--- src/rtl/pwc_regs.svh ---
/*
 Register offsets, field positions, reset values and timing counts of the
 pulse width capture timer. Assumes a 32-bit AHB-Lite register window.
*/
`ifndef PWC_REGS_SVH
`define PWC_REGS_SVH

`define PWC_OFS_RUN 8'h00
`define PWC_OFS_CTRL 8'h04
`define PWC_OFS_MODE 8'h08
`define PWC_OFS_IOCTL 8'h0C
`define PWC_OFS_IRQEN 8'h10
`define PWC_OFS_STATUS 8'h14
`define PWC_OFS_COUNT 8'h18
`define PWC_OFS_CAPA 8'h1C
`define PWC_OFS_CAPB 8'h20
`define PWC_OFS_PIN 8'h24

`define PWC_RUN_BIT 0
`define PWC_CTRL_CLR_LSB 0
`define PWC_CTRL_CLR_MSB 1
`define PWC_CTRL_PRE_LSB 2
`define PWC_CTRL_PRE_MSB 3
`define PWC_MODE_LSB 0
`define PWC_MODE_MSB 1
`define PWC_IO_A_EDGE 0
`define PWC_IO_A_CAP 1
`define PWC_IO_A_INIT 2
`define PWC_IO_B_EDGE 4
`define PWC_IO_B_CAP 5
`define PWC_IO_B_INIT 6
`define PWC_FLAG_A 0
`define PWC_FLAG_B 1
`define PWC_FLAG_OVF 2

`define PWC_CTRL_RESET 4'h0
`define PWC_IO_RESET 8'h00
`define PWC_COUNT_RESET 16'h0000
`define PWC_CAP_RESET 16'hFFFF

`define PWC_CLK_MHZ 100
`define PWC_SYNC_STAGES 3

`endif

--- src/rtl/pwc_pkg.sv ---
/*
 Types of the pulse width capture timer. Assumes pwc_regs.svh is in the
 include path of every file that uses the register constants.
*/
package pwc_pkg;

  typedef enum logic [1:0] {
    PWC_CLR_NONE = 2'h0,
    PWC_CLR_CAPA = 2'h1,
    PWC_CLR_CAPB = 2'h2
  } pwc_clear_type;

  typedef enum logic [1:0] {
    PWC_MODE_NORMAL = 2'h0,
    PWC_MODE_RSVD1 = 2'h1,
    PWC_MODE_RSVD2 = 2'h2,
    PWC_MODE_RSVD3 = 2'h3
  } pwc_mode_type;

  typedef enum logic [1:0] {
    PWC_BUS_IDLE = 2'h0,
    PWC_BUS_WRITE = 2'h1,
    PWC_BUS_READ = 2'h3
  } pwc_bus_state_type;

  typedef struct packed {
    logic valid;
    logic write;
    logic [7:0] addr;
  } pwc_access_type;

  typedef struct packed {
    logic edge_rise_n;
    logic capture;
    logic init_level;
  } pwc_io_type;

endpackage

--- src/rtl/pwc_capture_timer.sv ---
/*
 One capture/compare channel of a 16-bit timer: counter, two general
 registers, edge-selected input capture with optional counter clear,
 sticky flags with a mask, and an AHB-Lite register slave.
 Assumes one clock, a single AHB-Lite master doing word transfers, and a
 capture pin asynchronous to CLK_SYS.
*/
// Added by the designer: the register offsets and the AHB-Lite interface to the registers.
// What this block does
// - A 16-bit read/write counter, zero after reset and in standby.
// - A run bit starts or stops the counter.
// - The counter control register is written only while stopped.
// - The initial output level shows on the pin only while stopped.
// - An I/O control register steers both general registers, per mode.
// - Each general register acts as capture or compare register.
// - An enable register masks each interrupt source.
// - On the chosen edge the counter is copied into register A.
// - With clear-on-A selected, that capture zeroes the counter.
// - The capture edge is rising or falling; software alternates it.
// - The counter can advance on every peripheral clock.
// - Capture A sets flag A, raising the interrupt when enabled.
`timescale 1ns/1ns
`include "pwc_regs.svh"
module pwc_capture_timer (
  input wire logic CLK_SYS,
  input wire logic ARST_N,
  input wire logic STANDBY,
  input wire logic HSEL,
  input wire logic [31:0] HADDR,
  input wire logic [1:0] HTRANS,
  input wire logic HWRITE,
  input wire logic [2:0] HSIZE,
  input wire logic [31:0] HWDATA,
  input wire logic HREADY,
  output logic [31:0] HRDATA,
  output logic HREADYOUT,
  output logic HRESP,
  input wire logic CAPTURE_INPUT_A,
  input wire logic CAPTURE_INPUT_B,
  output logic COMPARE_OUT_A,
  output logic COMPARE_OUT_B,
  output logic CAPTURE_IRQ_A
);

  ////////////////////////////////////////////////////////////////////////
  // Registers

  logic counter_run_bit;
  logic [3:0] counter_control;
  pwc_pkg::pwc_mode_type operating_mode_select;
  logic [7:0] io_edge_control;
  logic [2:0] irq_enable_mask;
  logic [2:0] status;
  logic [15:0] channel_counter;
  logic [15:0] general_capture_a_value;
  logic [15:0] general_capture_b_value;
  pwc_pkg::pwc_access_type access;
  logic tick;
  logic level_a;
  logic rise_a;
  logic fall_a;
  logic level_b;
  logic rise_b;
  logic fall_b;
  logic cap_a;
  logic cap_b;
  logic cmp_a;
  logic cmp_b;
  logic wrap;
  logic clear_cnt;
  logic wr_en;
  logic rd_status;
  logic [2:0] next_status;
  logic [31:0] next_rdata;
  pwc_pkg::pwc_io_type io_a;
  pwc_pkg::pwc_io_type io_b;

  assign io_a = {io_edge_control[`PWC_IO_A_EDGE], io_edge_control[`PWC_IO_A_CAP],
                 io_edge_control[`PWC_IO_A_INIT]};
  assign io_b = {io_edge_control[`PWC_IO_B_EDGE], io_edge_control[`PWC_IO_B_CAP],
                 io_edge_control[`PWC_IO_B_INIT]};

  function automatic logic edge_hit(input pwc_pkg::pwc_io_type io, input logic r,
                                    input logic f);
    edge_hit = io.capture && (io.edge_rise_n ? f : r);
  endfunction

  ////////////////////////////////////////////////////////////////////////
  // Submodules

  pwc_edge_sync u_sync_a (
    .clk(CLK_SYS),
    .arst_n(ARST_N),
    .pin(CAPTURE_INPUT_A),
    .level(level_a),
    .rise(rise_a),
    .fall(fall_a)
  );

  pwc_edge_sync u_sync_b (
    .clk(CLK_SYS),
    .arst_n(ARST_N),
    .pin(CAPTURE_INPUT_B),
    .level(level_b),
    .rise(rise_b),
    .fall(fall_b)
  );

  pwc_prescaler u_pre (
    .clk(CLK_SYS),
    .arst_n(ARST_N),
    .run(counter_run_bit),
    .sel(counter_control[`PWC_CTRL_PRE_MSB:`PWC_CTRL_PRE_LSB]),
    .tick(tick)
  );

  ////////////////////////////////////////////////////////////////////////
  // Capture and compare events

  // Captures only count while running; a stopped counter has nothing to hold
  assign cap_a = counter_run_bit && edge_hit(io_a, rise_a, fall_a);
  assign cap_b = counter_run_bit && edge_hit(io_b, rise_b, fall_b);
  assign cmp_a = tick && !io_a.capture && channel_counter == general_capture_a_value;
  assign cmp_b = tick && !io_b.capture && channel_counter == general_capture_b_value;
  assign wrap = tick && channel_counter == 16'hFFFF;

  always_comb begin
    unique case (pwc_pkg::pwc_clear_type'(counter_control[`PWC_CTRL_CLR_MSB:`PWC_CTRL_CLR_LSB]))
      pwc_pkg::PWC_CLR_CAPA: clear_cnt = cap_a || cmp_a;
      pwc_pkg::PWC_CLR_CAPB: clear_cnt = cap_b || cmp_b;
      default: clear_cnt = 1'b0;
    endcase
  end

  ////////////////////////////////////////////////////////////////////////
  // AHB-Lite slave: one wait-free data phase

  assign wr_en = access.valid && access.write;
  assign rd_status = access.valid && !access.write && access.addr == `PWC_OFS_STATUS;

  always_ff @(posedge CLK_SYS or negedge ARST_N) begin
    if (!ARST_N) begin
      access <= '0;
    end else if (HREADY) begin
      // Byte and halfword writes are not decoded; word access only
      access.valid <= HSEL && HTRANS[1] && HSIZE == 3'h2;
      access.write <= HWRITE;
      access.addr <= HADDR[7:0];
    end
  end

  always_ff @(posedge CLK_SYS or negedge ARST_N) begin
    if (!ARST_N) begin
      HREADYOUT <= 1'b1;
      HRESP <= 1'b0;
    end else begin
      HREADYOUT <= 1'b1;
      HRESP <= 1'b0;
    end
  end

  always_comb begin
    next_rdata = 32'h00000000;
    unique case (HADDR[7:0])
      `PWC_OFS_RUN: next_rdata[`PWC_RUN_BIT] = counter_run_bit;
      `PWC_OFS_CTRL: next_rdata[3:0] = counter_control;
      `PWC_OFS_MODE: next_rdata[1:0] = operating_mode_select;
      `PWC_OFS_IOCTL: next_rdata[7:0] = io_edge_control;
      `PWC_OFS_IRQEN: next_rdata[2:0] = irq_enable_mask;
      `PWC_OFS_STATUS: next_rdata[2:0] = status;
      `PWC_OFS_COUNT: next_rdata[15:0] = channel_counter;
      `PWC_OFS_CAPA: next_rdata[15:0] = general_capture_a_value;
      `PWC_OFS_CAPB: next_rdata[15:0] = general_capture_b_value;
      `PWC_OFS_PIN: next_rdata[1:0] = {level_b, level_a};
      default: next_rdata = 32'h00000000;
    endcase
  end

  // Read data sampled at the address phase so it stands in the data phase
  always_ff @(posedge CLK_SYS or negedge ARST_N) begin
    if (!ARST_N) begin
      HRDATA <= 32'h00000000;
    end else if (HREADY && HSEL && HTRANS[1] && !HWRITE) begin
      HRDATA <= next_rdata;
    end
  end

  ////////////////////////////////////////////////////////////////////////
  // Control registers

  always_ff @(posedge CLK_SYS or negedge ARST_N) begin
    if (!ARST_N) begin
      counter_run_bit <= 1'b0;
      irq_enable_mask <= 3'h0;
      io_edge_control <= `PWC_IO_RESET;
    end else if (wr_en) begin
      if (access.addr == `PWC_OFS_RUN) begin
        counter_run_bit <= HWDATA[`PWC_RUN_BIT];
      end
      if (access.addr == `PWC_OFS_IRQEN) begin
        irq_enable_mask <= HWDATA[2:0];
      end
      if (access.addr == `PWC_OFS_IOCTL) begin
        io_edge_control <= HWDATA[7:0];
      end
    end
  end

  // Clock source and mode ignore writes while running, so a live count is never corrupted
  always_ff @(posedge CLK_SYS or negedge ARST_N) begin
    if (!ARST_N) begin
      counter_control <= `PWC_CTRL_RESET;
      operating_mode_select <= pwc_pkg::PWC_MODE_NORMAL;
    end else if (wr_en && !counter_run_bit) begin
      if (access.addr == `PWC_OFS_CTRL) begin
        counter_control <= HWDATA[3:0];
      end
      if (access.addr == `PWC_OFS_MODE) begin
        operating_mode_select <= pwc_pkg::pwc_mode_type'(HWDATA[1:0]);
      end
    end
  end

  ////////////////////////////////////////////////////////////////////////
  // Counter and general registers

  always_ff @(posedge CLK_SYS or negedge ARST_N) begin
    if (!ARST_N) begin
      channel_counter <= `PWC_COUNT_RESET;
    end else if (STANDBY) begin
      channel_counter <= `PWC_COUNT_RESET;
    end else if (clear_cnt) begin
      channel_counter <= `PWC_COUNT_RESET;
    end else if (wr_en && access.addr == `PWC_OFS_COUNT) begin
      channel_counter <= HWDATA[15:0];
    end else if (tick) begin
      channel_counter <= channel_counter + 16'h0001;
    end
  end

  always_ff @(posedge CLK_SYS or negedge ARST_N) begin
    if (!ARST_N) begin
      general_capture_a_value <= `PWC_CAP_RESET;
      general_capture_b_value <= `PWC_CAP_RESET;
    end else begin
      // Capture wins over a software write in the same cycle
      if (cap_a) begin
        general_capture_a_value <= channel_counter;
      end else if (wr_en && access.addr == `PWC_OFS_CAPA) begin
        general_capture_a_value <= HWDATA[15:0];
      end
      if (cap_b) begin
        general_capture_b_value <= channel_counter;
      end else if (wr_en && access.addr == `PWC_OFS_CAPB) begin
        general_capture_b_value <= HWDATA[15:0];
      end
    end
  end

  ////////////////////////////////////////////////////////////////////////
  // Flags and interrupt: read clears, a new event in that cycle survives

  always_comb begin
    next_status = status;
    // Only the bits the reader saw are cleared; a flag landing on the read edge is kept
    if (rd_status) begin
      next_status = status & ~HRDATA[2:0];
    end
    next_status[`PWC_FLAG_A] = next_status[`PWC_FLAG_A] | cap_a | cmp_a;
    next_status[`PWC_FLAG_B] = next_status[`PWC_FLAG_B] | cap_b | cmp_b;
    next_status[`PWC_FLAG_OVF] = next_status[`PWC_FLAG_OVF] | wrap;
  end

  always_ff @(posedge CLK_SYS or negedge ARST_N) begin
    if (!ARST_N) begin
      status <= 3'h0;
      CAPTURE_IRQ_A <= 1'b0;
    end else begin
      status <= next_status;
      CAPTURE_IRQ_A <= |(next_status & irq_enable_mask);
    end
  end

  ////////////////////////////////////////////////////////////////////////
  // Compare outputs: initial level held while stopped, toggle on match

  always_ff @(posedge CLK_SYS or negedge ARST_N) begin
    if (!ARST_N) begin
      COMPARE_OUT_A <= 1'b0;
      COMPARE_OUT_B <= 1'b0;
    end else if (!counter_run_bit) begin
      COMPARE_OUT_A <= io_a.init_level;
      COMPARE_OUT_B <= io_b.init_level;
    end else begin
      COMPARE_OUT_A <= COMPARE_OUT_A ^ cmp_a;
      COMPARE_OUT_B <= COMPARE_OUT_B ^ cmp_b;
    end
  end

endmodule

--- src/rtl/pwc_edge_sync.sv ---
/*
 Three-flop synchroniser with edge detection for the capture pin.
 Assumes the pin is asynchronous to CLK_SYS.
*/
`timescale 1ns/1ns
module pwc_edge_sync (
  input wire logic clk,
  input wire logic arst_n,
  input wire logic pin,
  output logic level,
  output logic rise,
  output logic fall
);

  logic [2:0] sync;

  // Only stages 2 and 3 are looked at; stage 1 may be metastable
  always_ff @(posedge clk or negedge arst_n) begin
    if (!arst_n) begin
      sync <= 3'h0;
    end else begin
      sync <= {sync[1:0], pin};
    end
  end

  always_ff @(posedge clk or negedge arst_n) begin
    if (!arst_n) begin
      level <= 1'b0;
      rise <= 1'b0;
      fall <= 1'b0;
    end else begin
      rise <= 1'b0;
      fall <= 1'b0;
      if (sync[1] == sync[2] && sync[2] != level) begin
        level <= sync[2];
        rise <= sync[2];
        fall <= ~sync[2];
      end
    end
  end

endmodule

--- src/rtl/pwc_prescaler.sv ---
/*
 Counter tick generator. A divide-by-one setting ticks every clock,
 standing in for counting on every falling edge of the peripheral clock.
*/
`timescale 1ns/1ns
module pwc_prescaler (
  input wire logic clk,
  input wire logic arst_n,
  input wire logic run,
  input wire logic [1:0] sel,
  output logic tick
);

  logic [5:0] div;

  function automatic logic [5:0] pwc_limit(input logic [1:0] s);
    unique case (s)
      2'h0: pwc_limit = 6'h00;
      2'h1: pwc_limit = 6'h03;
      2'h2: pwc_limit = 6'h0F;
      2'h3: pwc_limit = 6'h3F;
    endcase
  endfunction

  always_ff @(posedge clk or negedge arst_n) begin
    if (!arst_n) begin
      div <= 6'h00;
    end else if (!run || div >= pwc_limit(sel)) begin
      div <= 6'h00;
    end else begin
      div <= div + 6'h01;
    end
  end

  assign tick = run && (div >= pwc_limit(sel));

endmodule

--- config.mk ---
export PLATFORM = sky130hd
export DESIGN_NAME = pwc_capture_timer
export DESIGN_NICKNAME = d
export VERILOG_FILES = /design/src/rtl/pwc_pkg.sv /design/src/rtl/pwc_capture_timer.sv /design/src/rtl/pwc_edge_sync.sv /design/src/rtl/pwc_prescaler.sv
export VERILOG_INCLUDE_DIRS = /design/src /design/src/rtl
export SDC_FILE = /design/constraint.sdc
export NUM_CORES = 1
export LEC_CHECK = 0
export BUFFER_PORTS_ARGS = -buffer_cell sky130_fd_sc_hd__buf_2
export CAP_MARGIN = 40
export CELL_PAD_IN_SITES_DETAIL_PLACEMENT = 0
export CELL_PAD_IN_SITES_GLOBAL_PLACEMENT = 1
export CORE_UTILIZATION = 40
export DETAILED_ROUTE_END_ITERATION = 7
export GPL_TIMING_DRIVEN = 0
export PLACE_DENSITY = 0.8
export SKIP_CTS_REPAIR_TIMING = 1
export SLEW_MARGIN = 25
export SYNTH_ARGS = -nofsm -noshare
export SYNTH_HDL_FRONTEND = slang
export SYNTH_HIERARCHICAL = 1
export SYNTH_SLANG_ARGS = --single-unit
--- constraint.sdc ---
create_clock -name CLK_SYS -period 2.58 [get_ports CLK_SYS]
set_input_delay 0.774 -clock CLK_SYS [delete_from_list [all_inputs] [get_ports CLK_SYS]]
set_output_delay 0.774 -clock CLK_SYS [all_outputs]
set_load 0.02 [all_outputs]
==> out/summary.md <==
By area the synthesized netlist is led by dfrtp_1 32%, dfstp_2 13%, mux2i_1 7.6%. The count of max-cap constraint violations was 0. The area of the core is 15900 sq um. The logs give 4160 uW for the internal power component and 27500 um for the first-pass GRT wire length. The tools report the number of instances in the synthesized netlist as 640.

In the routed design, unresolved DRC markers number 0. The worst setup slack after placement is -333 ps, and the final-report hold violation count is 0. Before antenna repair, the detailed router went through 5 iterations. The H-tree was split into 4 levels. TritonCTS built the clock tree. In the post-synthesis netlist, the cell with the most instances is dfrtp_1. The smallest clock period supported by the final layout is computed as 2840 ps. The clock-pin slew on the worst setup and hold paths was 60 ps.

Top cell type by total area after synthesis: dfrtp_1. The number of synthesized flops with an enable pin was 0. Global routing used 21.8% of the available tracks across all layers. After detailed routing, the total wire length is 17700 um.

The overall die height works out to 130 um. The worst pin sits at a relative slew slack of 46.8%. Net switching is 26.0% of the power. The area fraction of the dominant cell type after synthesis was 32.1%; the post-synthesis register bit count was 116.

The average instance in the mapped netlist occupies 10.2 sq um. The number of buffers created by CTS was 17; the remaining number of nets flagged by the antenna check after routing was 0. The worst setup path is captured at a flop. At the worst endpoint, the required time is 2860 ps. The tools report the number of antenna violations at the first check in global routing as 0. Total power per unit cell area: 701 nW/um^2. Total inserted antenna cells: 0.

The post-route netlist has 33.3% of its cells at a drive strength greater than 1. VDD sags by at most 0.497 mV. Entering global routing, the biggest net connects 60 pins. The deepest clock path buffer count was 2; the depth of the worst register-to-register path was 12. The count of cells in the finished layout, fillers not included, comes to 970.

For this run, asynchronously set or reset flops after synthesis account for 100%. The number of distinct library cells after synthesis is 62, and the global placer's final weighted congestion is 0.872. Yosys printed 6 warnings. Counting instances in the post-synthesis netlist gives the leading cell types as 84 x dfrtp_1, 79 x nor2_1, 50 x mux2i_1, 46 x a21oi_1, 42 x nand2_1. The min-delay analysis places its worst path in the category input pin to asynchronous set/reset pin.

The tools report the count of placed standard cells including taps as 927. In this run the count of I/O pins placed on the die edge is 114. The total of buffers placed on input and output ports came out at 54. The root buffer cell was clkbuf_16. The final route contains 5142 vias.

Among all flip-flop cells after synthesis, the most frequent one is dfrtp_1. The checks that failed: setup timing. The net switching power figure is 1460 uW.

The tools report the power share of the sequential group as 41.6%. The largest fanout on the critical path is 7. The tools report the initial cell density of the core as 41.0%.

Number of nets in the final layout: 828. The share of total power dissipated in combinational logic is 13.1%. Setup repair after global routing could not meet its margin everywhere.

After the first detailed-routing iteration, the DRC count stood at 389. In this run the cell area of the synthesized design comes to 6540 sq um. The run finished, with violations left. Once layout is complete, the utilization of the core stands at 50.4%. Critical path start-end classification: flop to flop. The later pin in the worst-skew pair is clocked with a latency of 420 ps. Dividing the detail-routed via count by the number of cells gives 5.30.

After floorplanning, the core was divided into 46 placement rows. Global routing finished with a remaining overflow of 0. The die outline area was 16900 sq um; the pin slew with the least headroom to its limit was 798 ps. Static timing analysis puts the maximum clock frequency at 352 MHz. The die is 130 um wide.

The tools report the data arrival time of the critical path as 3120 ps. STA classifies the critical path startpoint as a flop. Sequential cells were found to cover 45.0% of the synthesized design area. The tools report the number of max-slew violations in the final report as 0. The worst setup margin is -259 ps, and the total number of clock tree sinks is 116. The area added between synthesis and finish came out at 22.7%. The analysis attributes to cell leakage a power of 0.00341 uW. For the via count of the first global-routing pass, the log shows 5041. Per report_power, the clock group accounts for 45.3% of the total. In the final routed layout, each cell accounts on average for 18.2 um. Of the available clock period, the critical path in the final layout requires 110%.

The count of endpoints failing setup in the final report is 17. Once detailed placement completed, the half-perimeter wirelength came to 12900 um. The clock skew after layout is 10.4 ps.
sequential cells by signal (all words and copies together), names as in the netlist, 2 cells and up:
register,count
HRDATA,16
channel_counter,16
general_capture_a_value,16
general_capture_b_value,16
access,10
io_edge_control,8
u_pre/div,6
counter_control,4
irq_enable_mask,3
status,3
u_sync_a/sync,3
u_sync_b/sync,3
operating_mode_select,2
cell type report:
cell class | count | area, sq um
plain buffers | 59 | 369
clock inverters | 12 | 178
repair buffers | 67 | 398
flip-flops and latches | 116 | 2950
well taps | 216 | 270
multi-input cells | 470 | 3360
clock buffers | 20 | 467
inverters | 10 | 37.5
fillers | 1455 | 7920
placed cells by master, fill, tap and decap left out, types with 18 or more instances in the layout:
cell	count
nor2_1	78
dfstp_2	32
dfrtp_1	82
conb_1	18
buf_4	37
mux2_2	29
nand2_1	41
buf_2	69
a21oi_1	46
xnor2_1	34
mux2i_1	50
xor2_1	19
routing by layer:
metal / vias up / share of wire [%] / routed length, um / global-route usage (%)
li1: 2417 / - / - / -
met1: 2543 / 46 / 8040 / 29.4
met2: 147 / 48 / 8530 / 35.3
met3: 35 / 4.2 / 735 / 3.49
met4: 0 / 2.1 / 365 / 8.00
met5: - / 0 / 0 / 0
final timing paths:
check / from / end / slack [ps]
min reg2reg: u_sync_b/sync[0] / u_sync_b/sync[1] / 340
min in group CLK_SYS: u_sync_b/sync[0] / u_sync_b/sync[1] / 340
max: counter_control[2] / channel_counter[8] / -260
min: ARST_N / u_pre/div[3] / 330
max in group asynchronous: ARST_N / general_capture_b_value[10] / 1500
max reg2reg: counter_control[2] / channel_counter[8] / -260
cell families after synthesis:
family,count (synthesis),synth area share [%]
and+or+nand+nor,191,14.6
AOI/OAI and AO/OA,116,11.7
DFF,116,45.0
muxes,80,13.0
buffers and inverters,70,6.29
xor gates and xnor gates,53,7.09
adders and majority gates,12,2.26
other,2,0.115
metrics by stage:
step / power [uW] / area [sq um] / hold WS (ps) / TNS, ps
after floorplan: 2800 / 6620 / 331 / -14.9
after global placement: 3040 / 7160 / 333 / -63060
after detailed placement: 3080 / 7190 / 336 / -4150
after CTS: 5630 / 7840 / 348 / -4390
after global routing: 5820 / 8030 / 357 / -5660
final: 5630 / 8030 / 333 / -4010
worst max-delay path: stages (launching register included):
cell,delay (ps)
dfrtp_2,430
or2_4,270
ha_4,260
nand2b_4,110
a21oi_4,60
o21ai_2,120
and2_4,230
nand3b_1,130
or4_4,460
o21ai_2,120
a221o_2,280
buf_6,160
a211oi_1,50
power by group through the flow:
| stage | logic [uW] | clock network, uW | registers [uW] |
|---|---|---|---|
| final | 737 | 2550 | 2340 |
| after global routing | 804 | 2650 | 2370 |
| after CTS | 720 | 2580 | 2330 |
| after detailed placement | 714 | 0 | 2360 |
| after global placement | 689 | 0 | 2350 |
| after floorplan | 495 | 0 | 2310 |
Power figures use the tool's default switching activity.
